$ cat config.mk
export PLATFORM = sky130hd
export DESIGN_NAME = page_ops_core
export DESIGN_NICKNAME = d
export VERILOG_FILES = /design/src/common/flash_ops_pkg.sv /design/src/core/pin_sync.sv /design/src/core/page_ops_core.sv
export SDC_FILE = /design/constraint.sdc
export NUM_CORES = 1
export LEC_CHECK = 0
export BUFFER_PORTS_ARGS = -buffer_cell sky130_fd_sc_hd__buf_2
export CAP_MARGIN = 5
export CELL_PAD_IN_SITES_DETAIL_PLACEMENT = 2
export CELL_PAD_IN_SITES_GLOBAL_PLACEMENT = 2
export CORE_MARGIN = 2
export CORE_UTILIZATION = 25
export DETAILED_ROUTE_END_ITERATION = 6
export HOLD_SLACK_MARGIN = 0.15
export PLACE_DENSITY = 0.55
export SYNTH_ARGS = -nofsm -noshare
export SYNTH_HDL_FRONTEND = slang
export SYNTH_SLANG_ARGS = --single-unit
$ cat constraint.sdc
create_clock -name i_clk -period 4.9 [get_ports i_clk]
set_clock_uncertainty 0.2 [all_clocks]
set_input_delay 0.735 -clock i_clk [delete_from_list [all_inputs] [get_ports i_clk]]
set_output_delay 0.735 -clock i_clk [all_outputs]
set_load 0.03 [all_outputs]
$ cat src/common/flash_ops_pkg.sv
// Purpose: Shared constants for the page operation and status core
// Assumes: Core clock of 10 MHz; serial pins sampled by that clock
// Notes:   Times are in microseconds; cycle counts derive from them
package flash_ops_pkg;

  // Core clock rate
  localparam int unsigned CLK_MHZ = 10;

  // Operation times, longest figures in microseconds
  localparam int unsigned COPY_TIME_US    = 200;
  localparam int unsigned COMPARE_TIME_US = 200;
  localparam int unsigned REWRITE_TIME_US = 50000;

  // Longest times round down to whole cycles, never below one
  localparam int unsigned COPY_CYCLES =
    (COPY_TIME_US * CLK_MHZ) > 0 ? COPY_TIME_US * CLK_MHZ : 1;
  localparam int unsigned COMPARE_CYCLES =
    (COMPARE_TIME_US * CLK_MHZ) > 0 ? COMPARE_TIME_US * CLK_MHZ : 1;
  localparam int unsigned REWRITE_CYCLES =
    (REWRITE_TIME_US * CLK_MHZ) > 0 ? REWRITE_TIME_US * CLK_MHZ : 1;

  // Opcodes
  localparam logic [7:0] OPC_COPY_ONE  = 8'h53;
  localparam logic [7:0] OPC_COPY_TWO  = 8'h55;
  localparam logic [7:0] OPC_CMP_ONE   = 8'h60;
  localparam logic [7:0] OPC_CMP_TWO   = 8'h61;
  localparam logic [7:0] OPC_RW_ONE    = 8'h58;
  localparam logic [7:0] OPC_RW_TWO    = 8'h59;
  localparam logic [7:0] OPC_STATUS    = 8'hd7;

  // Command frame length in bits
  localparam logic [5:0] CMD_BITS      = 6'h20;
  localparam logic [5:0] OPC_LAST_BIT  = 6'h07;

  // Page index position inside the 24-bit address
  localparam int unsigned PAGE_LSB_528 = 10;
  localparam int unsigned PAGE_LSB_512 = 9;
  localparam int unsigned PAGE_W       = 12;

  // Status field positions
  localparam int unsigned ST_READY_BIT = 7;
  localparam int unsigned ST_CMP_BIT   = 6;

  // Size code, arbitrary neutral value
  localparam logic [3:0] SIZE_CODE_DEFAULT = 4'h5;

  // Reset values
  localparam logic       CMP_RESET   = 1'b0;
  localparam logic [7:0] SHIFT_RESET = 8'h00;

  // Array operation kinds
  typedef enum logic [1:0] {
    OPK_COPY    = 2'h0,
    OPK_COMPARE = 2'h1,
    OPK_PROGRAM = 2'h2
  } op_kind_t;

endpackage : flash_ops_pkg

$ cat src/core/pin_sync.sv
// Purpose: Three-stage synchroniser with agreement filter and edge pulses
// Assumes: Input is asynchronous to i_clk
// Notes:   Level changes once stages two and three agree
`timescale 1ns/100ps
`default_nettype none

module pin_sync #(
  parameter logic RST_VAL = 1'b0
) (
  // Clock and reset
  input  wire logic i_clk,
  input  wire logic i_rst,
  // Raw pin
  input  wire logic i_pin,
  // Filtered level and its edges
  output logic      o_level,
  output logic      o_rise,
  output logic      o_fall
);

  logic s1_q;
  logic s2_q;
  logic s3_q;

  // Stage chain; first stage feeds only the second
  always_ff @(posedge i_clk) begin
    if (i_rst) begin
      s1_q <= RST_VAL;
      s2_q <= RST_VAL;
      s3_q <= RST_VAL;
    end else begin
      s1_q <= i_pin;
      s2_q <= s1_q;
      s3_q <= s2_q;
    end
  end

  // Accept a change once stages two and three agree
  always_ff @(posedge i_clk) begin
    if (i_rst) begin
      o_level <= RST_VAL;
      o_rise  <= 1'b0;
      o_fall  <= 1'b0;
    end else begin
      o_rise <= 1'b0;
      o_fall <= 1'b0;
      if (s2_q == s3_q && s3_q != o_level) begin
        o_level <= s3_q;
        o_rise  <= s3_q;
        o_fall  <= ~s3_q;
      end
    end
  end

endmodule : pin_sync

`default_nettype wire

$ cat src/core/page_ops_core.sv
// Purpose: Serial command core for page copy, compare, rewrite, status read
// Assumes: Serial pins oversampled by i_clk; serial clock at most clk/8
// Notes:   Array data path lives outside; this core times and requests
`timescale 1ns/100ps
`default_nettype none

module page_ops_core #(
  parameter int unsigned CNT_W          = 20,
  parameter int unsigned COPY_CYCLES    = flash_ops_pkg::COPY_CYCLES,
  parameter int unsigned COMPARE_CYCLES = flash_ops_pkg::COMPARE_CYCLES,
  parameter int unsigned REWRITE_CYCLES = flash_ops_pkg::REWRITE_CYCLES,
  parameter logic [3:0]  SIZE_CODE      = flash_ops_pkg::SIZE_CODE_DEFAULT
) (
  // Clock and reset
  input  wire logic        i_clk,
  input  wire logic        i_rst,
  // Serial pins
  input  wire logic        i_cs_n,
  input  wire logic        i_sck,
  input  wire logic        i_si,
  output logic             o_so,
  output logic             o_so_oe,
  // Device state shown in the status bytes
  input  wire logic        i_ext_busy,
  input  wire logic        i_protect_on,
  input  wire logic        i_page_512,
  input  wire logic        i_program_erase_fault,
  input  wire logic        i_lockdown_allowed_flag,
  input  wire logic        i_buf_two_program_paused,
  input  wire logic        i_buf_one_program_paused,
  input  wire logic        i_erase_paused_flag,
  // Array operation requests and result
  input  wire logic        i_cmp_mismatch,
  output logic             o_op_start,
  output logic [1:0]       o_op_kind,
  output logic             o_op_buf,
  output logic [11:0]      o_page_index_bits,
  output logic             o_ready
);

  typedef enum logic [1:0] {
    CMD_NONE,
    CMD_COPY,
    CMD_COMPARE,
    CMD_REWRITE
  } cmd_t;

  typedef enum logic [2:0] {
    ST_IDLE,
    ST_COPY,
    ST_COMPARE,
    ST_RW_COPY,
    ST_RW_PROG
  } state_t;

  localparam logic [CNT_W-1:0] COPY_LOAD =
    CNT_W'(COPY_CYCLES - 1);
  localparam logic [CNT_W-1:0] CMP_LOAD =
    CNT_W'(COMPARE_CYCLES - 1);
  localparam int unsigned PROG_CYCLES =
    REWRITE_CYCLES > COPY_CYCLES ? REWRITE_CYCLES - COPY_CYCLES : 1;
  localparam logic [CNT_W-1:0] PROG_LOAD =
    CNT_W'(PROG_CYCLES - 1);

  logic              cs_n_lvl;
  logic              cs_rise;
  logic              cs_fall;
  logic              sck_rise;
  logic              si_lvl;
  logic [31:0]       frame_q;
  logic [5:0]        bit_cnt_q;
  logic              stream_q;
  logic [3:0]        out_idx_q;
  logic [7:0]        out_byte_q;
  state_t            state_q;
  logic [CNT_W-1:0]  cnt_q;
  logic              cmp_q;
  logic              buf_q;
  cmd_t              cmd;
  logic [11:0]       page_sel;
  logic              frame_ok;
  logic              buf_blocked;

  // Opcode to command class
  function automatic cmd_t decode_cmd(input logic [7:0] opc);
    unique case (opc)
      flash_ops_pkg::OPC_COPY_ONE,
      flash_ops_pkg::OPC_COPY_TWO: decode_cmd = CMD_COPY;
      flash_ops_pkg::OPC_CMP_ONE,
      flash_ops_pkg::OPC_CMP_TWO:  decode_cmd = CMD_COMPARE;
      flash_ops_pkg::OPC_RW_ONE,
      flash_ops_pkg::OPC_RW_TWO:   decode_cmd = CMD_REWRITE;
      default:                     decode_cmd = CMD_NONE;
    endcase
  endfunction : decode_cmd

  // Opcode to buffer number, 1 means buffer two
  function automatic logic decode_buf(input logic [7:0] opc);
    decode_buf = (opc == flash_ops_pkg::OPC_COPY_TWO) ||
                 (opc == flash_ops_pkg::OPC_CMP_TWO)  ||
                 (opc == flash_ops_pkg::OPC_RW_TWO);
  endfunction : decode_buf

  // Status byte builder, fresh contents on every call
  function automatic logic [7:0] status_byte(input logic second);
    logic rdy;
    rdy = o_ready;
    if (!second) begin
      status_byte = {rdy, cmp_q, SIZE_CODE,
                     i_protect_on, i_page_512};
    end else begin
      status_byte = {rdy, 1'b0,
                     i_program_erase_fault,
                     1'b0,
                     i_lockdown_allowed_flag,
                     i_buf_two_program_paused,
                     i_buf_one_program_paused,
                     i_erase_paused_flag};
    end
  endfunction : status_byte

  // Pin synchronisers
  pin_sync #(.RST_VAL(1'b1)) u_cs_sync (
    .i_clk   (i_clk),
    .i_rst   (i_rst),
    .i_pin   (i_cs_n),
    .o_level (cs_n_lvl),
    .o_rise  (cs_rise),
    .o_fall  (cs_fall)
  );

  pin_sync #(.RST_VAL(1'b0)) u_sck_sync (
    .i_clk   (i_clk),
    .i_rst   (i_rst),
    .i_pin   (i_sck),
    .o_level (),
    .o_rise  (sck_rise),
    .o_fall  ()
  );

  pin_sync #(.RST_VAL(1'b0)) u_si_sync (
    .i_clk   (i_clk),
    .i_rst   (i_rst),
    .i_pin   (i_si),
    .o_level (si_lvl),
    .o_rise  (),
    .o_fall  ()
  );

  // Command fields taken from the captured frame
  always_comb begin
    cmd = decode_cmd(frame_q[31:24]);
    if (i_page_512) begin
      page_sel = frame_q[flash_ops_pkg::PAGE_LSB_512 +: 12];
    end else begin
      page_sel = frame_q[flash_ops_pkg::PAGE_LSB_528 +: 12];
    end
    // Whole opcode and three address bytes seen while selected
    frame_ok = (bit_cnt_q == flash_ops_pkg::CMD_BITS);
    // A paused program owns its buffer; writes into it are dropped
    buf_blocked = decode_buf(frame_q[31:24]) ? i_buf_two_program_paused
                                             : i_buf_one_program_paused;
  end

  // Input shift register and bit counter, cleared at frame start
  always_ff @(posedge i_clk) begin
    if (i_rst) begin
      frame_q   <= 32'h0000_0000;
      bit_cnt_q <= 6'h00;
    end else if (cs_fall) begin
      frame_q   <= 32'h0000_0000;
      bit_cnt_q <= 6'h00;
    end else if (sck_rise && !cs_n_lvl &&
                 bit_cnt_q != flash_ops_pkg::CMD_BITS) begin
      frame_q   <= {frame_q[30:0], si_lvl};
      bit_cnt_q <= bit_cnt_q + 6'h01;
    end
  end

  // Status stream: starts after the opcode, one bit per serial clock
  always_ff @(posedge i_clk) begin
    if (i_rst) begin
      stream_q   <= 1'b0;
      out_idx_q  <= 4'h0;
      out_byte_q <= flash_ops_pkg::SHIFT_RESET;
      o_so       <= 1'b0;
      o_so_oe    <= 1'b0;
    end else if (cs_rise || cs_fall) begin
      stream_q   <= 1'b0;
      out_idx_q  <= 4'h0;
      o_so       <= 1'b0;
      o_so_oe    <= 1'b0;
    end else if (sck_rise && !cs_n_lvl) begin
      if (!stream_q && bit_cnt_q == flash_ops_pkg::OPC_LAST_BIT &&
          {frame_q[6:0], si_lvl} == flash_ops_pkg::OPC_STATUS) begin
        // Accepted whatever the busy state
        stream_q   <= 1'b1;
        o_so_oe    <= 1'b1;
        out_byte_q <= status_byte(1'b0);
        o_so       <= status_byte(1'b0)[7];
        out_idx_q  <= 4'h1;
      end else if (stream_q) begin
        if (out_idx_q[2:0] == 3'h0) begin
          // Fresh byte each time a byte boundary is crossed
          out_byte_q <= status_byte(out_idx_q[3]);
          o_so       <= status_byte(out_idx_q[3])[7];
        end else begin
          o_so       <= out_byte_q[3'h7 - out_idx_q[2:0]];
        end
        out_idx_q <= out_idx_q + 4'h1;
      end
    end
  end

  // Operation sequencer, launched on the rising edge of chip select
  always_ff @(posedge i_clk) begin
    if (i_rst) begin
      state_q <= ST_IDLE;
      cnt_q   <= '0;
      buf_q   <= 1'b0;
    end else begin
      unique case (state_q)
        ST_IDLE: begin
          // Ignored unless idle and no other internal work
          if (cs_rise && frame_ok && !i_ext_busy) begin
            buf_q <= decode_buf(frame_q[31:24]);
            unique case (cmd)
              CMD_COPY: begin
                if (!buf_blocked) begin
                  state_q <= ST_COPY;
                  cnt_q   <= COPY_LOAD;
                end
              end
              CMD_COMPARE: begin
                state_q <= ST_COMPARE;
                cnt_q   <= CMP_LOAD;
              end
              CMD_REWRITE: begin
                if (!buf_blocked) begin
                  state_q <= ST_RW_COPY;
                  cnt_q   <= COPY_LOAD;
                end
              end
              CMD_NONE: begin
                state_q <= ST_IDLE;
              end
            endcase
          end
        end
        ST_COPY, ST_COMPARE, ST_RW_PROG: begin
          if (cnt_q == '0) begin
            state_q <= ST_IDLE;
          end else begin
            cnt_q <= cnt_q - 1'b1;
          end
        end
        ST_RW_COPY: begin
          if (cnt_q == '0) begin
            // Program the buffer back into the same page
            state_q <= ST_RW_PROG;
            cnt_q   <= PROG_LOAD;
          end else begin
            cnt_q <= cnt_q - 1'b1;
          end
        end
      endcase
    end
  end

  // Request strobe to the array, one per phase
  always_ff @(posedge i_clk) begin
    if (i_rst) begin
      o_op_start        <= 1'b0;
      o_op_kind         <= flash_ops_pkg::OPK_COPY;
      o_op_buf          <= 1'b0;
      o_page_index_bits <= 12'h000;
    end else begin
      o_op_start <= 1'b0;
      if (state_q == ST_IDLE && cs_rise && frame_ok && !i_ext_busy &&
          cmd != CMD_NONE && !(cmd != CMD_COMPARE && buf_blocked)) begin
        o_op_start        <= 1'b1;
        o_op_buf          <= decode_buf(frame_q[31:24]);
        o_page_index_bits <= page_sel;
        o_op_kind         <= (cmd == CMD_COMPARE) ? flash_ops_pkg::OPK_COMPARE
                                                  : flash_ops_pkg::OPK_COPY;
      end else if (state_q == ST_RW_COPY && cnt_q == '0) begin
        o_op_start <= 1'b1;
        o_op_kind  <= flash_ops_pkg::OPK_PROGRAM;
        o_op_buf   <= buf_q;
      end
    end
  end

  // Compare result captured as the compare finishes
  always_ff @(posedge i_clk) begin
    if (i_rst) begin
      cmp_q <= flash_ops_pkg::CMP_RESET;
    end else if (state_q == ST_COMPARE && cnt_q == '0) begin
      cmp_q <= i_cmp_mismatch;
    end
  end

  // Ready flag: low through any internal operation
  always_ff @(posedge i_clk) begin
    if (i_rst) begin
      o_ready <= 1'b1;
    end else begin
      o_ready <= (state_q == ST_IDLE) && !i_ext_busy;
    end
  end

endmodule : page_ops_core

`default_nettype wire

==> impl_metrics.toml, run 1 <==
[critical_path]
cpPeakStageDelay_ps = 740
start_kind = "flop"
path_max_fanout = 22
path_class = "flop to flop"
arrival_ps = 3360
end_kind = "flop"
crit_path_top_delay_cell = "o21a_1"
required_ps = 4950
cp_cell_sequence = "inv_1 -> ha_1 -> nand2_1 -> nor4_1 -> nand3b_1 -> nor3_1 -> o21a_1 -> o21ai_0 -> a221oi_1"

[place]
hpwl_mm = 9.570
placed_cell_area_mm2 = 0.005209
io_buffer_count = 32
gp_congestion = 0.7419

[route]
drtPass1Iterations = 4
ant_nets = 0
drc = 0
routed_via_density = 4.851
wl_per_cell_um = 16.05
num_vias = 4196
drt_iter0_drc = 151
routed_wl_mm = 13.88

[final_layout]
mostFrequentLayoutCells = "109 x dfxtp_1, 107 x nand2_1, 65 x a21oi_1"
layout_commonest_cell = "dfxtp_1"
stdcell_area_mm2 = 0.005547
seq_area_mm2 = 0.002182
area_growth_pct = 15.05
num_antenna_cells = 0
drive_gt1_frac = 0.1190
final_nets = 620
multi_input_area_mm2 = 0.002459
nFillCells = 2173

[die]
die_w_um = 142.9
dieHeight_um = 142.9
initial_core_util = 0.2560
num_rows = 50
core_area_mm2 = 0.01883
dieArea_mm2 = 0.02041
ios = 33

[timing]
tns_ps = 0
rsz0062_at_grt = "false"
finalCritPeriodShare = 0.6755
min_period_ps = 3310
max_slew.worst_pin.slew_ps = 983.3
maxSlewViolCount = 0
relSlewSlack = 0.3444
worst_hold_slack_ps = 233.1
final-hold-violation-count = 0
fmaxAchievable_mhz = 302.1
setup_viol = 0

[cts]
path_clk_slew_ps = 80
cts_num_sinks = 109
ctsHoldBuffers = 0
clkLatencyLatePin_ps = 360
cts_tree = "yes"
clock_path_buffers = 2
cts_buffers = 9
postCtsSetupRepairBufs = 0
ctsResizeCount = 0
cts_max_level = 3
root_buffer = "clkbuf_16"

[global_route]
grt_pass1_wl_mm = 23.53
antenna_found_initial = 0
globalRoute.totalOverflow = 0
grtUsageTotal = 0.1452
grt_max_degree = 39
grt_pass1_vias = 4472

[pwr]
power_mw = 1.758
p_per_area_mw_per_mm2 = 316.9
ir_worst_vdd_uv = 135.7
p_leak_nw = 1.885

[job]
cap_violations = 0

[logic_synthesis]
seq_area_frac_synth = 0.4526
synth_cells = 586
synth.area.top_cells = "dfxtp_1 45%, nand2_1 8.3%, a21oi_1 6.7%"
synth_cell_types = 58
synth_top_area_cell = "dfxtp_1"
ys_seq_elements = 109
yosys.area.top_type_share = 0.4526
synth-async-reset-ratio = 0
synth-edff-count = 0
syn_area_per_cell_um2 = 8.227
ys.flop_type = "dfxtp_1"
ys_warn_count = 0
syn_area_mm2 = 0.004821
synth_fp_nets = 606

[run_status]
outcome = "finished clean"

[worst_hold_path]
hold_path_class = "flop to flop"
per-layer routing:
layer	wire length (µm)	vias to the layer above	track usage
li1	-	2071	-
met1	6741	2080	0.1913
met2	6696	33	0.2442
met3	281	12	0.02783
met4	161	0	0.03752
met5	0	-	0
sequential cells by signal, summed over array words and instances (netlist names), 2 cells and up:
register / count
o_op_kind: 2
out_byte_q: 8
o_page_index_bits: 12
cnt_q: 20
state_q: 3
out_idx_q: 4
frame_q: 32
bit_cnt_q: 6
cell type report:
class	count	share of cell area
repair buffers	36	0.03429
clock buffers	9	0.04060
clock inverters	7	0.02030
flip-flops and latches	109	0.3934
multi-input cells	430	0.4433
inverters	14	0.009474
well taps	260	0.05865
cell usage after synthesis (7+ instances only):
| cell type | number |
|---|---|
| a211oi_1 | 19 |
| a21oi_1 | 65 |
| a311oi_1 | 7 |
| a31oi_1 | 8 |
| clkbuf_1 | 27 |
| dfxtp_1 | 109 |
| inv_1 | 14 |
| mux2i_1 | 13 |
| nand2_1 | 107 |
| nand2b_1 | 8 |
| nand3_1 | 12 |
| nor2_1 | 57 |
| nor2b_1 | 8 |
| nor3_1 | 15 |
| o21ai_0 | 17 |
kinds of logic (layout without fill, tap and decap cells):
family | after synthesis | after routing | synth area share
AO/OA/AOI/OAI | 141 | 141 | 0.1768
XOR/XNOR | 10 | 10 | 0.01817
adder cells (fa/ha/maj) | 6 | 6 | 0.01557
buffers and inverters | 47 | 66 | 0.03893
flip-flops | 109 | 109 | 0.4526
multiplexers | 15 | 15 | 0.03633
AND/OR/NAND/NOR | 258 | 258 | 0.2616
worst paths after layout:
| path | depth (start not counted) | end | slack [ps] | from |
|---|---|---|---|---|
| setup reg to reg | 9 | cnt_q[12]$_SDFFE_PP0P_ | 1590 | bit_cnt_q[0]$_SDFFE_PP0P_ |
| setup / recovery | 9 | cnt_q[12]$_SDFFE_PP0P_ | 1590 | bit_cnt_q[0]$_SDFFE_PP0P_ |
| hold reg to reg | 1 | u_cs_sync.s2_q$_SDFF_PP1_ | 230 | u_cs_sync.s1_q$_SDFF_PP1_ |
| hold / removal | 1 | u_cs_sync.s2_q$_SDFF_PP1_ | 230 | u_cs_sync.s1_q$_SDFF_PP1_ |
stage by stage:
step                  util  cells  worst slack (ps)
floorplan                -    586              2500
global placement    0.2766    849              1685
detailed placement  0.2766    849              1551
CTS                 0.2946    865              1536
global route        0.2946    865              1213
finish              0.2946    865              1590
where the power goes:
part	switching [mW]	internal [mW]
Combinational	0.0241	0.0104
Sequential	0.00246	0.888
Clock	0.372	0.461
critical path: cells and delay by family (launching register included):
family,cells,cell delay [ps]
buffers and inverters,1,90
and+or+nand+nor,4,1240
adders and majority gates,1,140
AOI/OAI and AO/OA,3,1220
DFF,1,340
No activity file was read; power rests on OpenSTA's default activity.
==> run 2, diff against run 1 <==
- ABC_AREA: unset -> 1
- PLACE_DENSITY: 0.55 -> 0.58
- clock period: 4.9 -> 3.32 ns (I/O delays scaled with it)
==> impl_metrics.toml, run 2 <==
[job]
cap_violations = 0

[logic_synthesis]
synth-edff-count = 0
ys_warn_count = 0
seq_area_frac_synth = 0.4036
ys_seq_elements = 109
syn_area_per_cell_um2 = 6.818
synth_fp_nets = 813
synth_top_area_cell = "dfxtp_1"
yosysMostFrequentCell = "nand2_1"
synth_cell_types = 37
synth_cells = 793
yosys.area.top_type_share = 0.4036
synth-async-reset-ratio = 0
ys.flop_type = "dfxtp_1"
synth.area.top_cells = "dfxtp_1 40%, nand2_1 13%, nor2_1 8.9%"
syn_area_mm2 = 0.005406
synthTopCellsByCount = "185 x nand2_1, 128 x nor2_1, 109 x dfxtp_1, 71 x inv_1, 62 x a21oi_1"

[worst_hold_path]
hold_path_class = "primary input to flop"

[route]
num_vias = 5129
drtPass1Iterations = 4
routed_wl_mm = 17.10
drc = 0
routed_via_density = 4.671
wl_per_cell_um = 15.57
ant_nets = 0
drt_iter0_drc = 100

[pwr]
combPwrFrac = 0.447
p_per_area_mw_per_mm2 = 748.1
ir_worst_vdd_uv = 268.9
internal_power_mw = 2.501
p_leak_nw = 2.733
sw_frac_of_total = 0.4543
p_clk_frac = 0.238
seqPwrFrac = 0.315
power_switching_mw = 2.082

[cts]
cts_max_level = 3
cts_buffers = 9
path_clk_slew_ps = 80
cts_num_sinks = 109
clock_path_buffers = 2
clkLatencyLatePin_ps = 360
root_buffer = "clkbuf_16"
cts_tree = "yes"
postCtsSetupRepairBufs = 0

[critical_path]
crit_path_top_delay_cell = "nor2_2"
required_ps = 3400
cp_cell_sequence = "nor2_2 -> nand2_2 -> inv_2 -> nor2_2 -> inv_1 -> o21ai_2 -> nor2_4 -> nand2_2 -> nand2_1 -> a21oi_1"
end_kind = "flop"
cpPeakStageDelay_ps = 510
arrival_ps = 2740
path_max_fanout = 20
path_class = "flop to flop"
start_kind = "flop"

[die]
ios = 33
die_w_um = 151.1
initial_core_util = 0.2556
dieArea_mm2 = 0.02282
num_rows = 53
core_area_mm2 = 0.02115
dieHeight_um = 151.1

[final_layout]
largest_reg_flops = 32
post-route-util = 0.2896
num_antenna_cells = 0
final_nets = 838
largest-register = "frame_q"
mostFrequentLayoutCells = "185 x nand2_1, 126 x nor2_1, 109 x dfxtp_1"
top_regs = "frame_q (32), cnt_q (20), o_page_index_bits (12)"
layout_commonest_cell = "nand2_1"
area_growth_pct = 13.31
drive_gt1_frac = 0.1191

[timing]
rsz0062_at_grt = "false"
tns_ps = 0
fmaxAchievable_mhz = 376.2
finalCritPeriodShare = 0.8007
relSlewSlack = 0.5801
min_period_ps = 2658
maxSlewViolCount = 0
max_slew.worst_pin.slew_ps = 629.2
final-hold-violation-count = 0
setup_viol = 0

[place]
io_buffer_count = 32
hpwl_mm = 12.89
gp_congestion = 0.7679

[global_route]
globalRoute.totalOverflow = 0
grt_pass1_wl_mm = 28.61
antenna_found_initial = 0
grtUsageTotal = 0.1605
grt_pass1_vias = 5515
grt_use_met2 = 0.2961
groute.layer.met1.usage = 0.1953
grt.busiest_layer = "met2"
use_met3 = 0.01777
grt_max_degree = 40

[run_status]
outcome = "finished clean"
## run 2: changes by cell type in the layout (fill, tap and decap cells not counted), moves of 12 or more
cell / previous run / this run
a211oi_1: 19 / 2
inv_1: 14 / 71
nand2_1: 107 / 185
nand3_1: 12 / 51
nor2_1: 56 / 126
nor2_2: 0 / 12
o21ai_0: 17 / 58
## run 2: final cells by class
cell class / count / area [µm²]
multi-input combinational: 577 / 2781
clock inverter: 7 / 57.56
tap: 275 / 344.1
sequential: 109 / 2182
fill: 2536 / 15030
clock buffer: 9 / 225.2
timing repair buffer: 41 / 235.2
inverter: 80 / 300.3
## run 2: repair_timing
action | in CTS | in global routing
endpoints found under the hold margin | 3 | 0
hold buffers | 3 | 0
gates resized for setup | 0 | 0
## run 2: worst max-delay path, delay by kind of cell, from the launching register on
family                 cells  cell delay, ps
AO/OA/AOI/OAI              2             430
AND/OR/NAND/NOR            6            1190
buffers and inverters      2             340
flip-flops                 1             420
## run 2: layer usage
| layer | share of wire | up-vias |
|---|---|---|
| li1 | - | 2583 |
| met1 | 0.46 | 2515 |
| met2 | 0.52 | 20 |
| met3 | 0.012 | 11 |
| met4 | 0.0093 | 0 |
| met5 | 0 | - |
## run 2: per-stage QoR
step / cells / cell area [µm²] / hold slack [ps] / setup WS (ps) / total power, mW
after global routing: 1098 / 6126 / 234.4 / 408.1 / 5.013
after CTS: 1098 / 6126 / 204.3 / 636.8 / 4.699
final: 1098 / 6126 / 209.2 / 661.7 / 4.583
after global placement: 1079 / 5813 / 206.5 / 836.8 / 3.496
after detailed placement: 1079 / 5813 / 203.0 / 656.0 / 3.574
after floorplan: 793 / 5406 / 188.3 / 1532 / 2.996
## run 2: power by group through the flow
| stage | clock [mW] | combinational (mW) | sequential (mW) |
|---|---|---|---|
| CTS | 1.13 | 2.12 | 1.44 |
| floorplan | 0 | 1.54 | 1.46 |
| global route | 1.19 | 2.37 | 1.45 |
| detailed placement | 0 | 2.10 | 1.47 |
| finish | 1.09 | 2.05 | 1.44 |
| global placement | 0 | 2.03 | 1.47 |
## run 2: final timing paths
path                                                   to                      start  slack [ps]  cells past startpoint
worst min register to register  u_si_sync.s2_q$_SDFF_PP0_  u_si_sync.s1_q$_SDFF_PP0_         220                      2
worst max-delay path               cnt_q[17]$_SDFFE_PP0P_    state_q[1]$_SDFFE_PP0P_         660                     10
worst min-delay path                   o_ready$_SDFF_PP1_                 i_ext_busy         210                      2
worst max register to register     cnt_q[17]$_SDFFE_PP0P_    state_q[1]$_SDFFE_PP0P_         660                     10
## run 2: cells by family (layout without fill, tap and decap cells)
kind of cell,after synthesis,in the layout,synth area share
simple gates,421,421,0.3402
flops,109,109,0.4036
compound gates,132,132,0.1277
fa+ha+maj,6,6,0.01389
buf+inv,107,137,0.08285
mux,11,11,0.02037
xor+xnor,7,7,0.01134
